===== config.mk =====
export PLATFORM = sky130hd
export DESIGN_NAME = nvm_ready_regs
export DESIGN_NICKNAME = d
export VERILOG_FILES = /design/src/hw/nvm_regs_pkg.sv /design/src/hw/nvm_event_status.sv /design/src/hw/nvm_ready_regs.sv
export SDC_FILE = /design/constraint.sdc
export NUM_CORES = 1
export LEC_CHECK = 0
export BUFFER_PORTS_ARGS = -buffer_cell sky130_fd_sc_hd__buf_4
export CAP_MARGIN = 20
export CORE_ASPECT_RATIO = 2
export CORE_MARGIN = 2
export CORE_UTILIZATION = 28
export CTS_BUF_LIST = sky130_fd_sc_hd__clkbuf_16
export DETAILED_ROUTE_END_ITERATION = 8
export MAX_ROUTING_LAYER = met4
export SYNTH_ARGS = -nofsm -noshare
export SYNTH_HDL_FRONTEND = slang
export SYNTH_SLANG_ARGS = --single-unit

===== constraint.sdc =====
create_clock -name pclk -period 5.7 [get_ports pclk]
set_clock_uncertainty 0.15 [all_clocks]
set_input_delay 1.14 -clock pclk [delete_from_list [all_inputs] [get_ports pclk]]
set_output_delay 1.14 -clock pclk [all_outputs]
set_load 0.05 [all_outputs]

===== src/hw/nvm_regs_pkg.sv =====
// constants for the nonvolatile controller register tail
// assumes an apb slave with 32-bit data, one byte register per aligned word
package nvm_regs_pkg;
    // printed byte offsets are register indices; byte address is four times index
    localparam logic [3:0] INTERRUPT_ENABLE_REG_IDX    = 4'h3;
    localparam logic [3:0] FLAGS_IDX      = 4'h4;
    localparam logic [3:0] DATA_LOW_IDX   = 4'h6;
    localparam logic [3:0] DATA_HIGH_IDX  = 4'h7;
    localparam logic [3:0] ADDR_LOW_IDX   = 4'h8;
    localparam logic [3:0] ADDR_MID_IDX   = 4'h9;
    localparam logic [3:0] ADDR_EXT_IDX   = 4'hA;
    localparam logic [3:0] STATUS_IDX     = 4'h2;
    localparam logic [3:0] IRQ_MASK_IDX   = 4'hC;
    localparam logic [3:0] IRQ_STAT_IDX   = 4'hD;
    // field positions
    localparam int READY_BIT      = 0;
    localparam int EEPROM_BUSY_STATUS_BIT     = 1;
    localparam int EV_READY_BIT   = 0;
    localparam int EV_READ_BIT    = 1;
    localparam int EV_ACCESS_BIT  = 2;
    // reset values
    localparam logic [7:0]  BYTE_RESET  = 8'h00;
    localparam logic [15:0] DATA_RESET  = 16'h0000;
    localparam logic [23:0] ADDR_RESET  = 24'h000000;
    localparam logic [2:0]  EV_RESET    = 3'h0;
    // address width actually used per memory
    localparam int EEPROM_ABITS = 9;
    localparam int FLASH_ABITS  = 16;
    // memory select of a datapath access
    typedef enum logic [1:0] {MEM_FLASH, MEM_EEPROM, MEM_CTRL} mem_sel_type;
endpackage : nvm_regs_pkg


===== src/hw/nvm_event_status.sv =====
// sticky event status with write-one-to-clear and mask, one level interrupt out
// assumes events are one-cycle or level pulses in the pclk domain
`timescale 1ns/10ps
`default_nettype none
module nvm_event_status (
    // clock and reset
    input  wire logic       pclk,
    input  wire logic       presetn,
    // events and software access
    input  wire logic [2:0] event_set,
    input  wire logic [2:0] clear_ones,
    input  wire logic       mask_we,
    input  wire logic [2:0] mask_wdata,
    // state out
    output var  logic [2:0] status_q,
    output var  logic [2:0] mask_q,
    output var  logic       irq_q
);
    import nvm_regs_pkg::*;
    logic [2:0] status_r, status_nxt;
    logic [2:0] mask_r, mask_nxt;
    logic       irq_r, irq_nxt;

    // set wins over a clear in the same cycle
    always_comb begin
        status_nxt = (status_r & ~clear_ones) | event_set;
        mask_nxt   = mask_we ? mask_wdata : mask_r;
        irq_nxt    = |(status_nxt & mask_nxt);
    end

    // state registers
    always_ff @(posedge pclk or negedge presetn) begin
        if (!presetn) begin
            status_r <= EV_RESET;
            mask_r   <= EV_RESET;
            irq_r    <= 1'b0;
        end else begin
            status_r <= status_nxt;
            mask_r   <= mask_nxt;
            irq_r    <= irq_nxt;
        end
    end

    assign status_q = status_r;
    assign mask_q   = mask_r;
    assign irq_q    = irq_r;
endmodule : nvm_event_status
`default_nettype wire


===== src/hw/nvm_ready_regs.sv =====
// register tail of the nonvolatile controller: ready interrupt, data and address
// assumes apb master in pclk domain; busy and datapath strobes synchronous to pclk
//
// Functional notes
// interrupt control bit 0 enables the eeprom ready interrupt
// ready interrupt is a level, high while flag and enable both set
// software enables the interrupt only after issuing a write or erase
// handler must clear the enable bit or the interrupt keeps firing
// ready flag at bit 0 of offset 4 set every cycle eeprom idle
// writing one clears the ready flag; it sets again when not busy
// writing zero or unused flag bits changes nothing
// sixteen-bit data register at 6, low byte then high byte
// every read result loads the data register
// eeprom reads fill only the low data byte
// 24-bit address register at 8, low, mid, extended bytes
// every memory access updates the address register
// only address bits needed by the memory take effect
// flag, data and address registers reset to zero
// status bit 1 shows eeprom busy, complement of ready source
`timescale 1ns/10ps
`default_nettype none
module nvm_ready_regs (
    // clock and reset
    input  wire logic                      pclk,
    input  wire logic                      presetn,
    // apb slave
    input  wire logic                      psel,
    input  wire logic                      penable,
    input  wire logic                      pwrite,
    input  wire logic [7:0]                paddr,
    input  wire logic [31:0]               pwdata,
    input  wire logic [3:0]                pstrb,
    output var  logic [31:0]               prdata,
    output var  logic                      pready,
    output var  logic                      pslverr,
    // controller status and datapath
    input  wire logic                      eeprom_busy,
    input  wire logic                      rd_valid,
    input  wire nvm_regs_pkg::mem_sel_type rd_mem,
    input  wire logic [15:0]               rd_data,
    input  wire logic                      acc_valid,
    input  wire nvm_regs_pkg::mem_sel_type acc_mem,
    input  wire logic [23:0]               acc_addr,
    // outputs to the controller and cpu
    output var  logic [23:0]               access_address,
    output var  logic [15:0]               read_data,
    output var  logic                      eeprom_ready_irq,
    output var  logic                      irq
);
    import nvm_regs_pkg::*;

    logic        enable_r, enable_nxt;
    logic        flag_r, flag_nxt;
    logic [15:0] data_r, data_nxt;
    logic [23:0] addr_r, addr_nxt;
    logic        rdy_irq_r, rdy_irq_nxt;
    logic [31:0] prdata_r, prdata_nxt;
    logic        pready_r, pready_nxt;
    logic        pslverr_r, pslverr_nxt;
    logic        busy_r;
    logic        wr_en, rd_en, mapped, lane0;
    logic [3:0]  idx;
    logic [7:0]  wbyte;
    logic [2:0]  ev_status, ev_mask, ev_set, ev_clr;
    logic        ev_irq;

    // clip an address to the bits a memory actually decodes
    function automatic logic [23:0] clip_addr(input mem_sel_type m, input logic [23:0] a);
        logic [23:0] r;
        r = a;
        unique case (m)
            MEM_EEPROM: r = {{(24-EEPROM_ABITS){1'b0}}, a[EEPROM_ABITS-1:0]};
            MEM_FLASH:  r = {{(24-FLASH_ABITS){1'b0}}, a[FLASH_ABITS-1:0]};
            MEM_CTRL:   r = a;
            default:    r = a;
        endcase
        return r;
    endfunction : clip_addr

    // register index decode
    function automatic logic is_mapped(input logic [3:0] i);
        return (i == INTERRUPT_ENABLE_REG_IDX) || (i == FLAGS_IDX) || (i == DATA_LOW_IDX) ||
               (i == DATA_HIGH_IDX) || (i == ADDR_LOW_IDX) || (i == ADDR_MID_IDX) ||
               (i == ADDR_EXT_IDX) || (i == STATUS_IDX) || (i == IRQ_MASK_IDX) ||
               (i == IRQ_STAT_IDX);
    endfunction : is_mapped

    // apb decode: one access cycle, answered next edge
    always_comb begin
        idx    = paddr[5:2];
        mapped = (paddr[7:6] == 2'b00) && (paddr[1:0] == 2'b00) && is_mapped(idx);
        wr_en  = psel && penable && !pready_r && pwrite && mapped;
        rd_en  = psel && penable && !pready_r && !pwrite;
        lane0  = pstrb[0];
        wbyte  = pwdata[7:0];
    end

    // event sources: eeprom idle level, read loaded, access logged
    always_comb begin
        ev_set = 3'b000;
        ev_set[EV_READY_BIT]  = !eeprom_busy;
        ev_set[EV_READ_BIT]   = rd_valid;
        ev_set[EV_ACCESS_BIT] = acc_valid;
        ev_clr = (wr_en && lane0 && idx == IRQ_STAT_IDX) ? wbyte[2:0] : 3'b000;
    end

    nvm_event_status u_events (
        .pclk       (pclk),
        .presetn    (presetn),
        .event_set  (ev_set),
        .clear_ones (ev_clr),
        .mask_we    (wr_en && lane0 && idx == IRQ_MASK_IDX),
        .mask_wdata (wbyte[2:0]),
        .status_q   (ev_status),
        .mask_q     (ev_mask),
        .irq_q      (ev_irq)
    );

    // register next values
    always_comb begin
        enable_nxt = enable_r;
        flag_nxt   = flag_r;
        data_nxt   = data_r;
        addr_nxt   = addr_r;
        if (wr_en && lane0) begin
            unique case (idx)
                INTERRUPT_ENABLE_REG_IDX:   enable_nxt = wbyte[READY_BIT];
                FLAGS_IDX:     if (wbyte[READY_BIT]) flag_nxt = 1'b0;
                DATA_LOW_IDX:  data_nxt[7:0] = wbyte;
                DATA_HIGH_IDX: data_nxt[15:8] = wbyte;
                ADDR_LOW_IDX:  addr_nxt[7:0] = wbyte;
                ADDR_MID_IDX:  addr_nxt[15:8] = wbyte;
                ADDR_EXT_IDX:  addr_nxt[23:16] = wbyte;
                default:       ;
            endcase
        end
        // hardware set after the clear, so the set wins
        if (!eeprom_busy) begin
            flag_nxt = 1'b1;
        end
        if (rd_valid) begin
            if (rd_mem == MEM_EEPROM) begin
                data_nxt = {8'h00, rd_data[7:0]};
            end else begin
                data_nxt = rd_data;
            end
        end
        if (acc_valid) begin
            addr_nxt = clip_addr(acc_mem, acc_addr);
        end
        rdy_irq_nxt = flag_nxt && enable_nxt;
    end

    // read mux and bus answer
    always_comb begin
        prdata_nxt  = 32'h00000000;
        pready_nxt  = psel && penable && !pready_r;
        pslverr_nxt = psel && penable && !pready_r && !mapped;
        if (rd_en && mapped) begin
            unique case (idx)
                INTERRUPT_ENABLE_REG_IDX:   prdata_nxt[READY_BIT] = enable_r;
                FLAGS_IDX:     prdata_nxt[READY_BIT] = flag_r;
                STATUS_IDX:    prdata_nxt[EEPROM_BUSY_STATUS_BIT] = busy_r;
                DATA_LOW_IDX:  prdata_nxt[7:0] = data_r[7:0];
                DATA_HIGH_IDX: prdata_nxt[7:0] = data_r[15:8];
                ADDR_LOW_IDX:  prdata_nxt[7:0] = addr_r[7:0];
                ADDR_MID_IDX:  prdata_nxt[7:0] = addr_r[15:8];
                ADDR_EXT_IDX:  prdata_nxt[7:0] = addr_r[23:16];
                IRQ_MASK_IDX:  prdata_nxt[2:0] = ev_mask;
                IRQ_STAT_IDX:  prdata_nxt[2:0] = ev_status;
                default:       ;
            endcase
        end
    end

    // registers; everything clears to zero
    always_ff @(posedge pclk or negedge presetn) begin
        if (!presetn) begin
            enable_r  <= 1'b0;
            flag_r    <= 1'b0;
            data_r    <= DATA_RESET;
            addr_r    <= ADDR_RESET;
            rdy_irq_r <= 1'b0;
            busy_r    <= 1'b0;
            prdata_r  <= 32'h00000000;
            pready_r  <= 1'b0;
            pslverr_r <= 1'b0;
        end else begin
            enable_r  <= enable_nxt;
            flag_r    <= flag_nxt;
            data_r    <= data_nxt;
            addr_r    <= addr_nxt;
            rdy_irq_r <= rdy_irq_nxt;
            busy_r    <= eeprom_busy;
            prdata_r  <= prdata_nxt;
            pready_r  <= pready_nxt;
            pslverr_r <= pslverr_nxt;
        end
    end

    // outputs straight from flip-flops
    assign prdata           = prdata_r;
    assign pready           = pready_r;
    assign pslverr          = pslverr_r;
    assign read_data        = data_r;
    assign access_address   = addr_r;
    assign eeprom_ready_irq = rdy_irq_r;
    assign irq              = ev_irq;
endmodule : nvm_ready_regs
`default_nettype wire


After elaboration in Yosys (flattened, before gate mapping)
Cells that the tools add are included.
{ "word_totals": {"register_bits": 61, "latch_bits": 0, "mem_bits_rw": 0, "rom_bits": 0, "inputBits": 96, "out_inout_bits": 76, "elab_cells": 97, "memories": 0} }
{ "classes": {"addsub": 0, "multipliers": 0, "div": 0, "order_cmp": 0, "n_eq_ne": 12, "n_shift": 0, "n_mux": 24, "n_bitwise": 4, "reduce_logical": 42} }
{ "op_table": {"columns": ["op", "count"], "rows": [
  ["$mux 16", 3],
  ["$mux 24", 2],
  ["$mux 8", 6],
  ["$pmux 24 s2", 1],
  ["$pmux 5 s5", 1],
  ["$eq 4x4->1 const B", 5],
  ["$reduce_bool 2->1", 7],
  ["$logic_and 1x1->1", 13],
  ["$eq 4x3->1 const B", 3],
  ["$reduce_and 2->1", 5],
  ["$logic_or 1x1->1", 9],
  ["$pmux 1 s9", 1],
  ["$eq 4x2->1 const B", 2],
  ["$pmux 1 s8", 1],
  ["$pmux 1 s7", 1],
  ["$and 3x3->3", 2],
  ["$logic_not 2->1", 3],
  ["$mux 1", 6],
  ["$mux 3", 2],
  ["$eq 2x1->1 const B", 2],
  ["$logic_not 1->1", 4],
  ["$not 3->3", 1],
  ["$or 3x3->3", 1],
  ["$reduce_or 3->1", 1]
]} }

Longest topological paths before layout
Gate-level depths: netlist (run 1).
{ "logic_depth": {"word_depth": 20, "ltp_mapped": 8, "depth_no_buf": 5} }

Modules after synthesis
A second synthesis (run 1) with hierarchy kept.
{ "hier_totals": {"hier_cells": 324, "hier_area_um2": 3303.2} }
{ "by_module_without_submodules": {"columns": ["mod", "instances", "cells_each", "area_each_um2", "seq_area_each_um2"], "rows": [
  ["nvm_ready_regs", 1, 306, 3034.2, 1351.3],
  ["nvm_event_status", 1, 18, 269.0, 175.2]
]} }

Least setup slack after synthesis (run 1)
No wires, ideal clock.
{ "synth_path": {"path_kind": "input to register", "start": "input port paddr[7]", "end": "register u_events.irq_r (netlist: u_events.irq_q)", "setup_ns": 0.126, "t_arrival_ns": 2.824, "required_ns": 5.424, "slack_ns": 2.600, "cell_stages": 5, "n_path_buf": 0, "cell_sequence": "or4_4 > nor4_2 > mux2_2 > and2_1 > a221o_1"} }
{ "synth_between": {"word_cells_on_any_way": 14, "cone_classes": "mux (2); bitwise (4); reduce/logical (8)"} }
{ "synth_lines": {"columns": ["element", "line_no", "source"], "rows": [
  ["start: declaration", "nvm_ready_regs.sv:30", "input wire logic [7:0] paddr,"],
  ["$logic_not 2->1", "nvm_ready_regs.sv:91", "mapped = (paddr[7:6] == 2'b00) && (paddr[1:0] == 2'b00) && is_mapped(idx);"],
  ["$logic_and 1x1->1 (2 in series)", "nvm_ready_regs.sv:91", null],
  ["$logic_and 1x1->1", "nvm_ready_regs.sv:92", "wr_en = psel && penable && !pready_r && pwrite && mapped;"],
  ["$logic_and 1x1->1 (2 in series)", "nvm_ready_regs.sv:112", ".mask_we (wr_en && lane0 && idx == IRQ_MASK_IDX),"],
  ["$mux 3", "nvm_event_status.sv:27", "mask_nxt = mask_we ? mask_wdata : mask_r;"],
  ["net u_events.mask_nxt[2]", "nvm_event_status.sv:21", "logic [2:0] mask_r, mask_nxt;"],
  ["$and 3x3->3", "nvm_event_status.sv:28", "irq_nxt = |(status_nxt & mask_nxt);"],
  ["$reduce_or 3->1", "nvm_event_status.sv:28", null],
  ["net u_events.irq_nxt", "nvm_event_status.sv:22", "logic irq_r, irq_nxt;"],
  ["end signal: assignment", "nvm_event_status.sv:40", "irq_r <= irq_nxt;"],
  ["end: declaration", "nvm_event_status.sv:22", null]
]} }
The timed path passes the listed nets, and every way through them passes these cells.
A chain may end at the register's enable or synchronous reset.

Final worst setup path (run 1)
{ "layout_path": {"start": "input port paddr[3]", "end": "register addr_r[17] (netlist: access_address[17])"} }
{ "layout_between": {"elab_chain_cells": 15, "word_cells_on_any_way": 25, "cone_classes": "eq/ne (10); reduce/logical (15)"} }
{ "layout_rtl": {"columns": ["element", "line_no", "source"], "rows": [
  ["$eq 4x2->1 / $eq 4x3->1 (equally long branches)", "nvm_ready_regs.sv:82", "return (i == INTERRUPT_ENABLE_REG_IDX) || (i == FLAGS_IDX) || (i == DATA_LOW_IDX) ||"],
  ["$logic_or 1x1->1 (3 in series)", "nvm_ready_regs.sv:82", null],
  ["$logic_or 1x1->1 (3 in series)", "nvm_ready_regs.sv:83", "(i == DATA_HIGH_IDX) || (i == ADDR_LOW_IDX) || (i == ADDR_MID_IDX) ||"],
  ["$logic_or 1x1->1 (3 in series)", "nvm_ready_regs.sv:84", "(i == ADDR_EXT_IDX) || (i == STATUS_IDX) || (i == IRQ_MASK_IDX) ||"],
  ["$logic_and 1x1->1", "nvm_ready_regs.sv:91", null],
  ["$logic_and 1x1->1", "nvm_ready_regs.sv:92", null],
  ["$logic_and 1x1->1", "nvm_ready_regs.sv:125", "if (wr_en && lane0) begin"],
  ["$reduce_bool 2->1 (no source line)", null, null],
  ["$reduce_and 2->1 (no source line) (*)", null, null],
  ["end signal: assignment", "nvm_ready_regs.sv:192", "addr_r <= addr_nxt;"],
  ["end: declaration", "nvm_ready_regs.sv:55", "logic [23:0] addr_r, addr_nxt;"]
]} }
Mark *: on every way between the ends. The rest lies on a longest branch, timed or not.

==> results of run 1 <==
per-stage QoR:
| step | hold slack, ns | area [um^2] |
|---|---|---|
| global route | 0.379 | 4600 |
| finish | 0.371 | 4600 |
| CTS | 0.371 | 4600 |
| global placement | 0.348 | 4340 |
| detailed placement | 0.363 | 4340 |
| floorplan | 0.312 | 3530 |
worst min-delay path by stage:
| stage | start | end | slack [ns] | cells after the start |
|---|---|---|---|---|
| after floorplan | u_events.status_q[1] | u_events.status_q[1] | 0.31 | 1 |
| after global placement | u_events.mask_q[2] | u_events.mask_q[2] | 0.35 | 1 |
| after detailed placement | u_events.mask_q[2] | u_events.mask_q[2] | 0.36 | 1 |
| after CTS | u_events.mask_q[2] | u_events.mask_q[2] | 0.37 | 1 |
| after global routing | u_events.mask_q[2] | u_events.mask_q[2] | 0.38 | 1 |
| final | u_events.mask_q[2] | u_events.mask_q[2] | 0.37 | 1 |
sequential cells by signal, indices dropped and copies added, names as in the netlist, 3 cells and up:
register	cells
read_data	16
u_events.mask_q	3
u_events.status_q	3
prdata	8
access_address	24
area by class of cell:
cell class / instances / area [um^2]
Clock buffer: 9 / 225
Clock inverter: 7 / 27.5
Fill cell: 1209 / 7460
Inverter: 14 / 52.6
Multi-Input combinational cell: 259 / 1680
Sequential cell: 61 / 1530
Tap cell: 147 / 184
Timing Repair Buffer: 120 / 901
synth_stat cells, types with 8 or more instances:
library cell | number | share of area [%]
sky130_fd_sc_hd__dfrtp_1 | 61 | 44
sky130_fd_sc_hd__o21ai_0 | 45 | 6.5
sky130_fd_sc_hd__nand2_1 | 43 | 4.7
sky130_fd_sc_hd__mux2_2 | 29 | 9.5
sky130_fd_sc_hd__buf_4 | 25 | 5.4
sky130_fd_sc_hd__clkbuf_1 | 15 | 1.6
sky130_fd_sc_hd__mux2i_1 | 15 | 4.4
sky130_fd_sc_hd__nor2b_1 | 15 | 2.7
sky130_fd_sc_hd__inv_1 | 14 | 1.5
sky130_fd_sc_hd__a21oi_1 | 13 | 1.9
sky130_fd_sc_hd__a31oi_1 | 9 | 1.6
sky130_fd_sc_hd__nor2_1 | 8 | 0.87
cell families after synthesis:
logic type | count (synthesis) | share of synthesized area, %
compound gates | 91 | 16.8
xor+xnor | 1 | 0.254
buf+inv | 58 | 9.51
flops | 61 | 44.3
mux | 44 | 13.8
other cells | 1 | 0.109
simple gates | 99 | 15.2
worst register-to-register path: cells and delay by family (launching register included):
kind / cells / cell delay [ns]
simple gates: 3 / 1.02
compound gates: 1 / 0.27
flops: 1 / 0.37
mux: 1 / 0.40
routing by layer:
metal  track usage [%]  vias up  share of wire, %
li1                  -     1430                 -
met2              32.9      136                57
met5                 -        -                 0
met4              8.56        0               2.9
met1              20.2     1522                35
met3              2.98       21               5.3
power by group:
part	total, mW	switching (mW)	leakage [nW]	internal [mW]
registers	0.497	0.0302	0.749	0.467
clock network	0.470	0.187	0.139	0.283
logic	0.371	0.252	1.33	0.118
total	1.34	0.469	2.22	0.868
==> results.md, run 1 <==
* Arrival time of the worst setup path at 3.18 ns
* TritonCTS clock tree: built
* EDFF count, synth at 0
* Sequential-to-total area share from yosys stat at 44.3%
* Cell type group with the largest total delay on the critical path: compound AO/OA/AOI/OAI gates
* Setup repair after global routing missed its margin: no
* Total routing usage reported by global routing at 18.9%
* Library cells used by synthesis at 51
* Worst slew pin tran at 0.828 ns
* Required time of the critical path at 5.77 ns
* Max clock buf depth at 2
* Number of remaining DRC errors at 0
* Placed Instances at around 600
* Crit end category: register
* Floorplan die height at 161 um
* Share of final-layout standard cells stronger than drive strength 1 at 36.2%
* Critical Path Stages at 6
* Number of buffers added by the clock tree synthesis step at 9
* Beginning of the critical path: paddr[3]
* # resized after CTS at 0
* Timing endpoint of the critical path: access_address[17]
* Maximum number of pins on one net before global-route repair at 62
* Post-synthesis register bit count at 61
* Standard-cell rows at 57
* Async SR Flop Fraction at 100%
* Detailed Route Iter0 Violations at 226
* Largest fanout of any net on the critical path at 21
* Worst skew pair latency at 0.33 ns
* CP Class: input pin to register
* First-pass GRT wire length at ~17 mm
* Reg2reg start: pready
* Post-synthesis average cell area at 9.71 um^2
* Maximum cell stage delay along the critical path at 0.41 ns
* Result of the run: finished, final reports clean
* Pleak at 2.22 nW
* Number of buffers inserted by post-CTS setup repair at 0
* Initial antenna violation count at 0
* Number of cells traversed by the worst register-to-register path at 5
* CTS sink count at 61
* Worst slew slack as a fraction of its limit at between 40% and 50%
* Number of vias per cell after detailed routing at 5.04
* Drt wl/cell at around 19 um
* Pwr/cell area at slightly below 300 mW/mm^2
* Pre-CTS setup slack at 2.24 ns
* Shortest clock period the worst path allows after layout at 3.11 ns
* Worst-case register-to-register setup slack at 3.36 ns
* Power consumption at ~1.3 mW
* Total via count after detailed routing at 3109
* Post-route antenna net violation count at 0
* Critical path buffer and inverter count at 1
* Nature of the critical path startpoint: input pin
* Starting density of the core at around 29%
* Highest clock frequency the design can meet at between 0.3 and 0.4 GHz
* Synthesized netlist cell count at 355
* Core area at 0.0121 mm^2
* Final WL at roughly 12 mm
* Non-filler cells in the finished layout at 617
* Path category of the worst min-delay check: register to register
* Crit path setup slack, layout at 2.59 ns
* Ports at 172
* Hold-fix buffer count after cts at 0
* Synthesized area at 0.00345 mm^2
* Number of input and output port buffers inserted at 120
* Worst vdd ir at 0.166 mV
* Worst-path cell chain: buf_4 > and2b_1 > a211o_1 > and4b_4 > a31oi_4 > mux2_2
* Highest-count cells in the layout ignoring fill and taps: sky130_fd_sc_hd__buf_4 (120), sky130_fd_sc_hd__dfrtp_1 (61), sky130_fd_sc_hd__o21ai_0 (45)
* Crit path max-delay cell type: sky130_fd_sc_hd__a211o_1
* Ratio of final minimum period to clock period at 54.6%
* Final weighted congestion in routability-driven placement at 0.858
* Via count of the first global-routing pass at slightly above 3000
* Final core area utilization at 38.1%
* Most frequent standard cell in the layout excluding fill and tap cells: sky130_fd_sc_hd__buf_4
* Width of the die at 82.5 um
* Diodes inserted at 0
* Gr ovfl total at 0
* Count of final hold-check violations at 0
* Setup TNS at 0 ns
* HPWL after DPL at ~9.2 mm
* Top_reg_cell synth: sky130_fd_sc_hd__dfrtp_1
* Final-report max-slew violation count at 0
* MaxCap Viol Count at 0
* Layout Nets at 561
* Number of levels the H-tree was split into at 3
* R2r endpoint: u_events.irq_q
* Clock root buffer master: sky130_fd_sc_hd__clkbuf_16
* Final number of setup-violating endpoints at 0
* Synthesis-to-finish area growth at 33.3%
* Total die area at 0.0133 mm^2
* First-pass iteration count of the detailed router at 4
* Clock-pin transition on the worst setup and hold timing paths at 0.05 ns
* Synthesis warning total at 0
(Power assumes the default switching activity.)
==> inputs of run 2 (changes only) <==
Clock period 5.7 ns to 3.15 ns, I/O delays scaled along.
==> run 2 against run 1 <==
Net effect:
- non-clock buffer count up 5
- count of clock-buffer cells in the layout unchanged
- critical path type unchanged
- worst setup slack worse by 2.0 ns
- core utilization grew 0.97 points
- worst hold slack worse by 0.13 ns
==> results.md, run 2 (synthesized netlist as in run 1, its figures left out) <==
* Max FFs per register at 24
* Number of levels the H-tree was split into at 3
* Worst slew slack as a fraction of its limit at a little under half
* Path category of the worst min-delay check: input pin to asynchronous set/reset pin
* Worst hold slack at 0.241 ns
* Final weighted congestion in routability-driven placement at 0.840
* Crit end category: register
* Nature of the critical path startpoint: input pin
* Gr ovfl total at 0
* Synthesis-to-finish area growth at 36.7%
* Highest-count cells in the layout ignoring fill and taps: sky130_fd_sc_hd__buf_4 (125), sky130_fd_sc_hd__dfrtp_1 (61), sky130_fd_sc_hd__o21ai_0 (45)
* Fill count at 1238
* Total routing usage reported by global routing at 19.0%
* Layout Nets at 566
* Arrival time of the worst setup path at 2.61 ns
* TritonCTS clock tree: built
* Number of vias per cell after detailed routing at 5.05
* Standard-cell rows at 57
* Final number of setup-violating endpoints at 0
* Width of the die at 82.5 um
* Highest clock frequency the design can meet at 0.392 GHz
* First-pass iteration count of the detailed router at 7
* CP Class: input pin to register
* Largest fanout of any net on the critical path at 21
* Share of final-layout standard cells stronger than drive strength 1 at 37.5%
* Starting density of the core at 28.6%
* Clock root buffer master: sky130_fd_sc_hd__clkbuf_16
* HPWL after DPL at 9.28 mm
* Number of input and output port buffers inserted at 120
* Hold-fix buffer count after cts at 0
* Total via count after detailed routing at roughly 3100
* Number of remaining DRC errors at 0
* Number of buffers inserted by post-CTS setup repair at 0
* Via count of the first global-routing pass at approximately 3100
* Pleak at 2.28 nW
* Result of the run: finished, final reports clean
* Worst slew pin tran at 0.808 ns
* Setup repair after global routing missed its margin: no
* Core area at 0.0121 mm^2
* Initial antenna violation count at 0
* Number of buffers added by the clock tree synthesis step at 9
* Total die area at 0.0133 mm^2
* Count of final hold-check violations at 0
* Floorplan die height at 161 um
* CTS sink count at 61
* Post-route antenna net violation count at 0
* Worst-path cell chain: buf_4 > and2b_1 > a211o_1 > and4b_4 > a31oi_4 > mux2_2
* Crit path max-delay cell type: sky130_fd_sc_hd__a31oi_4
* Drt wl/cell at 19.2 um
* First-pass GRT wire length at roughly 18 mm
* Worst vdd ir at 0.319 mV
* Diodes inserted at 0
* Ports at 172
* Final WL at 12.0 mm
* Shortest clock period the worst path allows after layout at 2.55 ns
* Most frequent standard cell in the layout excluding fill and tap cells: sky130_fd_sc_hd__buf_4
* Worst skew pair latency at 0.33 ns
* Detailed Route Iter0 Violations at 278
* Final-report max-slew violation count at 0
* Max clock buf depth at 2
* Required time of the critical path at 3.21 ns
* Final cell area excluding filler cells at 0.00471 mm^2
* # resized after CTS at 0
* Clock-pin transition on the worst setup and hold timing paths at roughly 0.05 ns
* MaxCap Viol Count at 0
* Maximum number of pins on one net before global-route repair at 62
* Maximum cell stage delay along the critical path at 0.39 ns
* Cell area reported after detailed placement at 0.00438 mm^2
* Setup TNS at 0 ns
* Pwr/cell area at 568 mW/mm^2
* Ratio of final minimum period to clock period at 81.0%
-- run 2: changes by cell type in the layout (fill, tap and decap cells not counted) --
| cell | delta |
|---|---|
| sky130_fd_sc_hd__buf_4 | +5 |
| sky130_fd_sc_hd__bufinv_16 | +3 |
| sky130_fd_sc_hd__clkinv_1 | -1 |
| sky130_fd_sc_hd__inv_1 | -2 |
-- run 2: where the power goes --
group	total, mW	switching, mW	internal, mW	leakage (nW)
Sequential	0.900	0.0560	0.844	0.749
Clock	1.10	0.340	0.762	0.169
Combinational	0.675	0.456	0.219	1.36
-- run 2: through the flow --
| stage | utilization, % | total power, mW | worst slack, ns | cells |
|---|---|---|---|---|
| 2_1_floorplan | - | 1.35 | 0.560 | 378 |
| 3_3_place_gp | 36.4 | 1.58 | 0.250 | 606 |
| 3_5_place_dp | 36.4 | 1.59 | 0.254 | 606 |
| 4_1_cts | 39.1 | 2.69 | 0.603 | 622 |
| 5_1_grt | 39.1 | 2.78 | 0.505 | 622 |
| 6_report | 39.1 | 2.68 | 0.600 | 622 |
-- run 2: worst max-delay path, delay by kind of cell --
kind                   cells  cell delay [ns]
multiplexers               1             0.39
AO/OA/AOI/OAI              2             0.74
AND/OR/NAND/NOR            2             0.57
buffers and inverters      1             0.27
-- run 2: worst paths after layout --
check                                        start                 end  slack, ns  cells past startpoint
worst max-delay path                      paddr[3]  access_address[16]       0.60                      6
worst min-delay path                       presetn              pready       0.24                      1
worst max register to register              pready      u_events.irq_q       0.85                      5
worst min register to register  u_events.mask_q[2]  u_events.mask_q[2]       0.37                      1
max in group asynchronous                  presetn   access_address[4]       2.07                      1
min in group pclk                      eeprom_busy              busy_r       0.30                      1
-- run 2: per-layer routing --
metal	wire, um	vias up	track usage (%)
met5	0	-	-
met4	501	0	8.71
met3	781	32	2.92
met2	6710	157	33.3
met1	3970	1510	20.0
li1	-	1443	-
-- run 2: layout make-up --
class | instances | area, um^2 | area share, %
sequential | 61 | 1530 | 32.4
inverter | 14 | 52.6 | 1.11
timing repair buffer | 125 | 938 | 19.9
clock buffer | 9 | 225 | 4.78
tap | 147 | 184 | 3.90
clock inverter | 7 | 106 | 2.26
multi-input combinational | 259 | 1680 | 35.7
==> inputs of run 3 (changes only) <==
Settings changed: ABC_AREA from default to 1.
Clock period 3.15 ns to 2.4 ns, I/O delays scaled along.
==> run 3 against run 2 <==
Net effect:
- final area is 2.4% higher
- synthesized cell count up 29%
- register-to-register slack worse by 0.24 ns
- combinational power up 20%
- first-iteration DRC count decreased by 30%
==> results.md, run 3 <==
* Result of the run: finished, final reports clean
* HPWL after DPL at 9.41 mm
* Worst hold slack at 0.0820 ns
* Highest-count cells in the layout ignoring fill and taps: sky130_fd_sc_hd__buf_4 (133), sky130_fd_sc_hd__nand2_1 (82), sky130_fd_sc_hd__nor2_1 (67)
* Arrival time of the worst setup path at between 2 and 2.5 ns
* Most common library cells after synthesis: sky130_fd_sc_hd__nand2_1 (82), sky130_fd_sc_hd__nor2_1 (67), sky130_fd_sc_hd__dfrtp_1 (61), sky130_fd_sc_hd__inv_1 (61), sky130_fd_sc_hd__nand3_1 (60)
* Clock root buffer master: sky130_fd_sc_hd__clkbuf_16
* Number of levels the H-tree was split into at 3
* Synthesized area at between 0.003 and 0.004 mm^2
* Number of remaining DRC errors at 0
* R2r endpoint: access_address[21]
* Synthesis warning total at 0
* Ranking of synthesized cells by area: sky130_fd_sc_hd__dfrtp_1 (44%), sky130_fd_sc_hd__nand2_1 (8.9%), sky130_fd_sc_hd__nand3_1 (8.7%)
* Hold-fix buffer count after cts at 0
* MaxCap Viol Count at 0
* Share of final-layout standard cells stronger than drive strength 1 at a little over a quarter
* Path category of the worst min-delay check: input pin to asynchronous set/reset pin
* Final-report max-slew violation count at 0
* Library cell with the highest instance count after synthesis: sky130_fd_sc_hd__nand2_1
* Number of vias per cell after detailed routing at 4.71
* Number of cells traversed by the worst register-to-register path at 8
* Gr ovfl total at 0
* Most frequent standard cell in the layout excluding fill and tap cells: sky130_fd_sc_hd__buf_4
* Post-route antenna net violation count at 0
* Final number of setup-violating endpoints at 0
* Worst-case register-to-register setup slack at 0.61 ns
* Floorplan die height at 161 um
* Required time of the critical path at between 2 and 3 ns
* Power consumption at roughly 3.3 mW
* Drt wl/cell at approximately 16 um
* Worst skew pair latency at between 0.3 and 0.4 ns
* Synthesized netlist cell count at 458
* Library cells used by synthesis at 35
* First-pass iteration count of the detailed router at 5
* Pwr/cell area at around 690 mW/mm^2
* Cell type contributing the most total cell area after synthesis: sky130_fd_sc_hd__dfrtp_1
* Post-synthesis register bit count at 61
* Number of input and output port buffers inserted at 120
* Max clock buf depth at 2
* Via count of the first global-routing pass at 3554
* Synthesis-to-finish area growth at 39.3%
* Setup repair after global routing missed its margin: no
* Initial antenna violation count at 1
* CP Class: input pin to register
* Max FFs per register at 24
* TritonCTS clock tree: built
* Maximum number of pins on one net before global-route repair at 62
* Largest fanout of any net on the critical path at 13
* Count of final hold-check violations at 0
* Clock-pin transition on the worst setup and hold timing paths at ~0.050 ns
* Reg2reg start: pready
* Worst slew slack as a fraction of its limit at 45.9%
* Total via count after detailed routing at roughly 3500
* Nature of the critical path startpoint: input pin
* Highest clock frequency the design can meet at 0.530 GHz
* Starting density of the core at approximately 29%
* Total die area at ~0.013 mm^2
* Fraction of synthesized cell area taken by the top area cell type at 44.1%
* Detailed Route Iter0 Violations at 195
* Post-synthesis average cell area at 7.56 um^2
* Final WL at approximately 12 mm
* Final weighted congestion in routability-driven placement at 0.889
* Width of the die at 82.7 um
* Ratio of final minimum period to clock period at 78.6%
* CTS sink count at slightly above 60
* Standard-cell rows at 57
* Worst slew pin tran at 0.811 ns
* Ports at 172
* Layout Nets at 685
* Pleak at 2.53 nW
* Shortest clock period the worst path allows after layout at 1.89 ns
* # resized after CTS at 0
* Async SR Flop Fraction at 100%
* Crit end category: register
* Setup TNS at 0 ns
* Total routing usage reported by global routing at 18.7%
* EDFF count, synth at 0
* Worst vdd ir at 0.371 mV
* First-pass GRT wire length at between 15 and 20 mm
* Sequential-to-total area share from yosys stat at 44.1%
* Number of buffers added by the clock tree synthesis step at 9
* Core area at 0.0121 mm^2
* Top_reg_cell synth: sky130_fd_sc_hd__dfrtp_1
* Number of buffers inserted by post-CTS setup repair at 0
-- run 3: how the worst max path moves through the flow --
| stage | slack [ns] | end | cells past startpoint | start |
|---|---|---|---|---|
| global placement | 0.18 | access_address[4] | 12 | paddr[3] |
| floorplan | 0.46 | access_address[14] | 9 | pready |
| finish | 0.51 | access_address[5] | 12 | paddr[3] |
| detailed placement | 0.16 | access_address[5] | 12 | paddr[3] |
| CTS | 0.51 | access_address[5] | 12 | paddr[3] |
| global route | 0.33 | access_address[13] | 12 | paddr[3] |
-- run 3: stage by stage --
stage          util, %  instance area (um^2)  std cells  setup WS, ns
2_1_floorplan        -                  3550        481         0.465
3_3_place_gp      37.2                  4510        725         0.180
3_5_place_dp      37.2                  4510        725         0.159
4_1_cts           39.8                  4820        741         0.505
5_1_grt           39.8                  4820        742         0.328
6_report          39.8                  4820        742         0.514
-- run 3: metal layers --
metal	track usage (%)	share of wire [%]	vias to the layer above
li1	-	-	1704
met4	11.0	4.9	0
met3	2.07	4.7	30
met5	-	0	-
met2	32.6	55	143
met1	19.4	36	1617
-- run 3: cells by family after synthesis --
logic type | share of synthesized area [%]
flip-flops | 44.1
AO/OA/AOI/OAI | 12.0
buffers and inverters | 14.4
other | 0.108
AND/OR/NAND/NOR | 29.4
-- run 3: worst max-delay path: stages --
cell	delay, ns
sky130_fd_sc_hd__buf_4	0.12
sky130_fd_sc_hd__inv_1	0.08
sky130_fd_sc_hd__nor2_4	0.21
sky130_fd_sc_hd__nand2_1	0.08
sky130_fd_sc_hd__nand3_1	0.07
sky130_fd_sc_hd__nor2_1	0.06
sky130_fd_sc_hd__nor2_2	0.12
sky130_fd_sc_hd__buf_12	0.16
sky130_fd_sc_hd__nand3_2	0.26
sky130_fd_sc_hd__inv_1	0.21
sky130_fd_sc_hd__nand2_1	0.07
sky130_fd_sc_hd__nand3_1	0.08
-- run 3: power breakdown --
part	switching, mW	internal, mW
registers	0.0716	1.10
logic	0.565	0.246
clock network	0.456	0.894
total	1.09	2.24
-- run 3: final cells by class --
cell class              instances  area (um^2)
clock buffers                   9          225
well taps                     147          184
multi-input cells             318         1530
diodes                          1         2.50
repair buffers                135         1040
inverters                      64          240
fillers                      1313         7300
clock inverters                 7         82.6
flip-flops and latches         61         1530
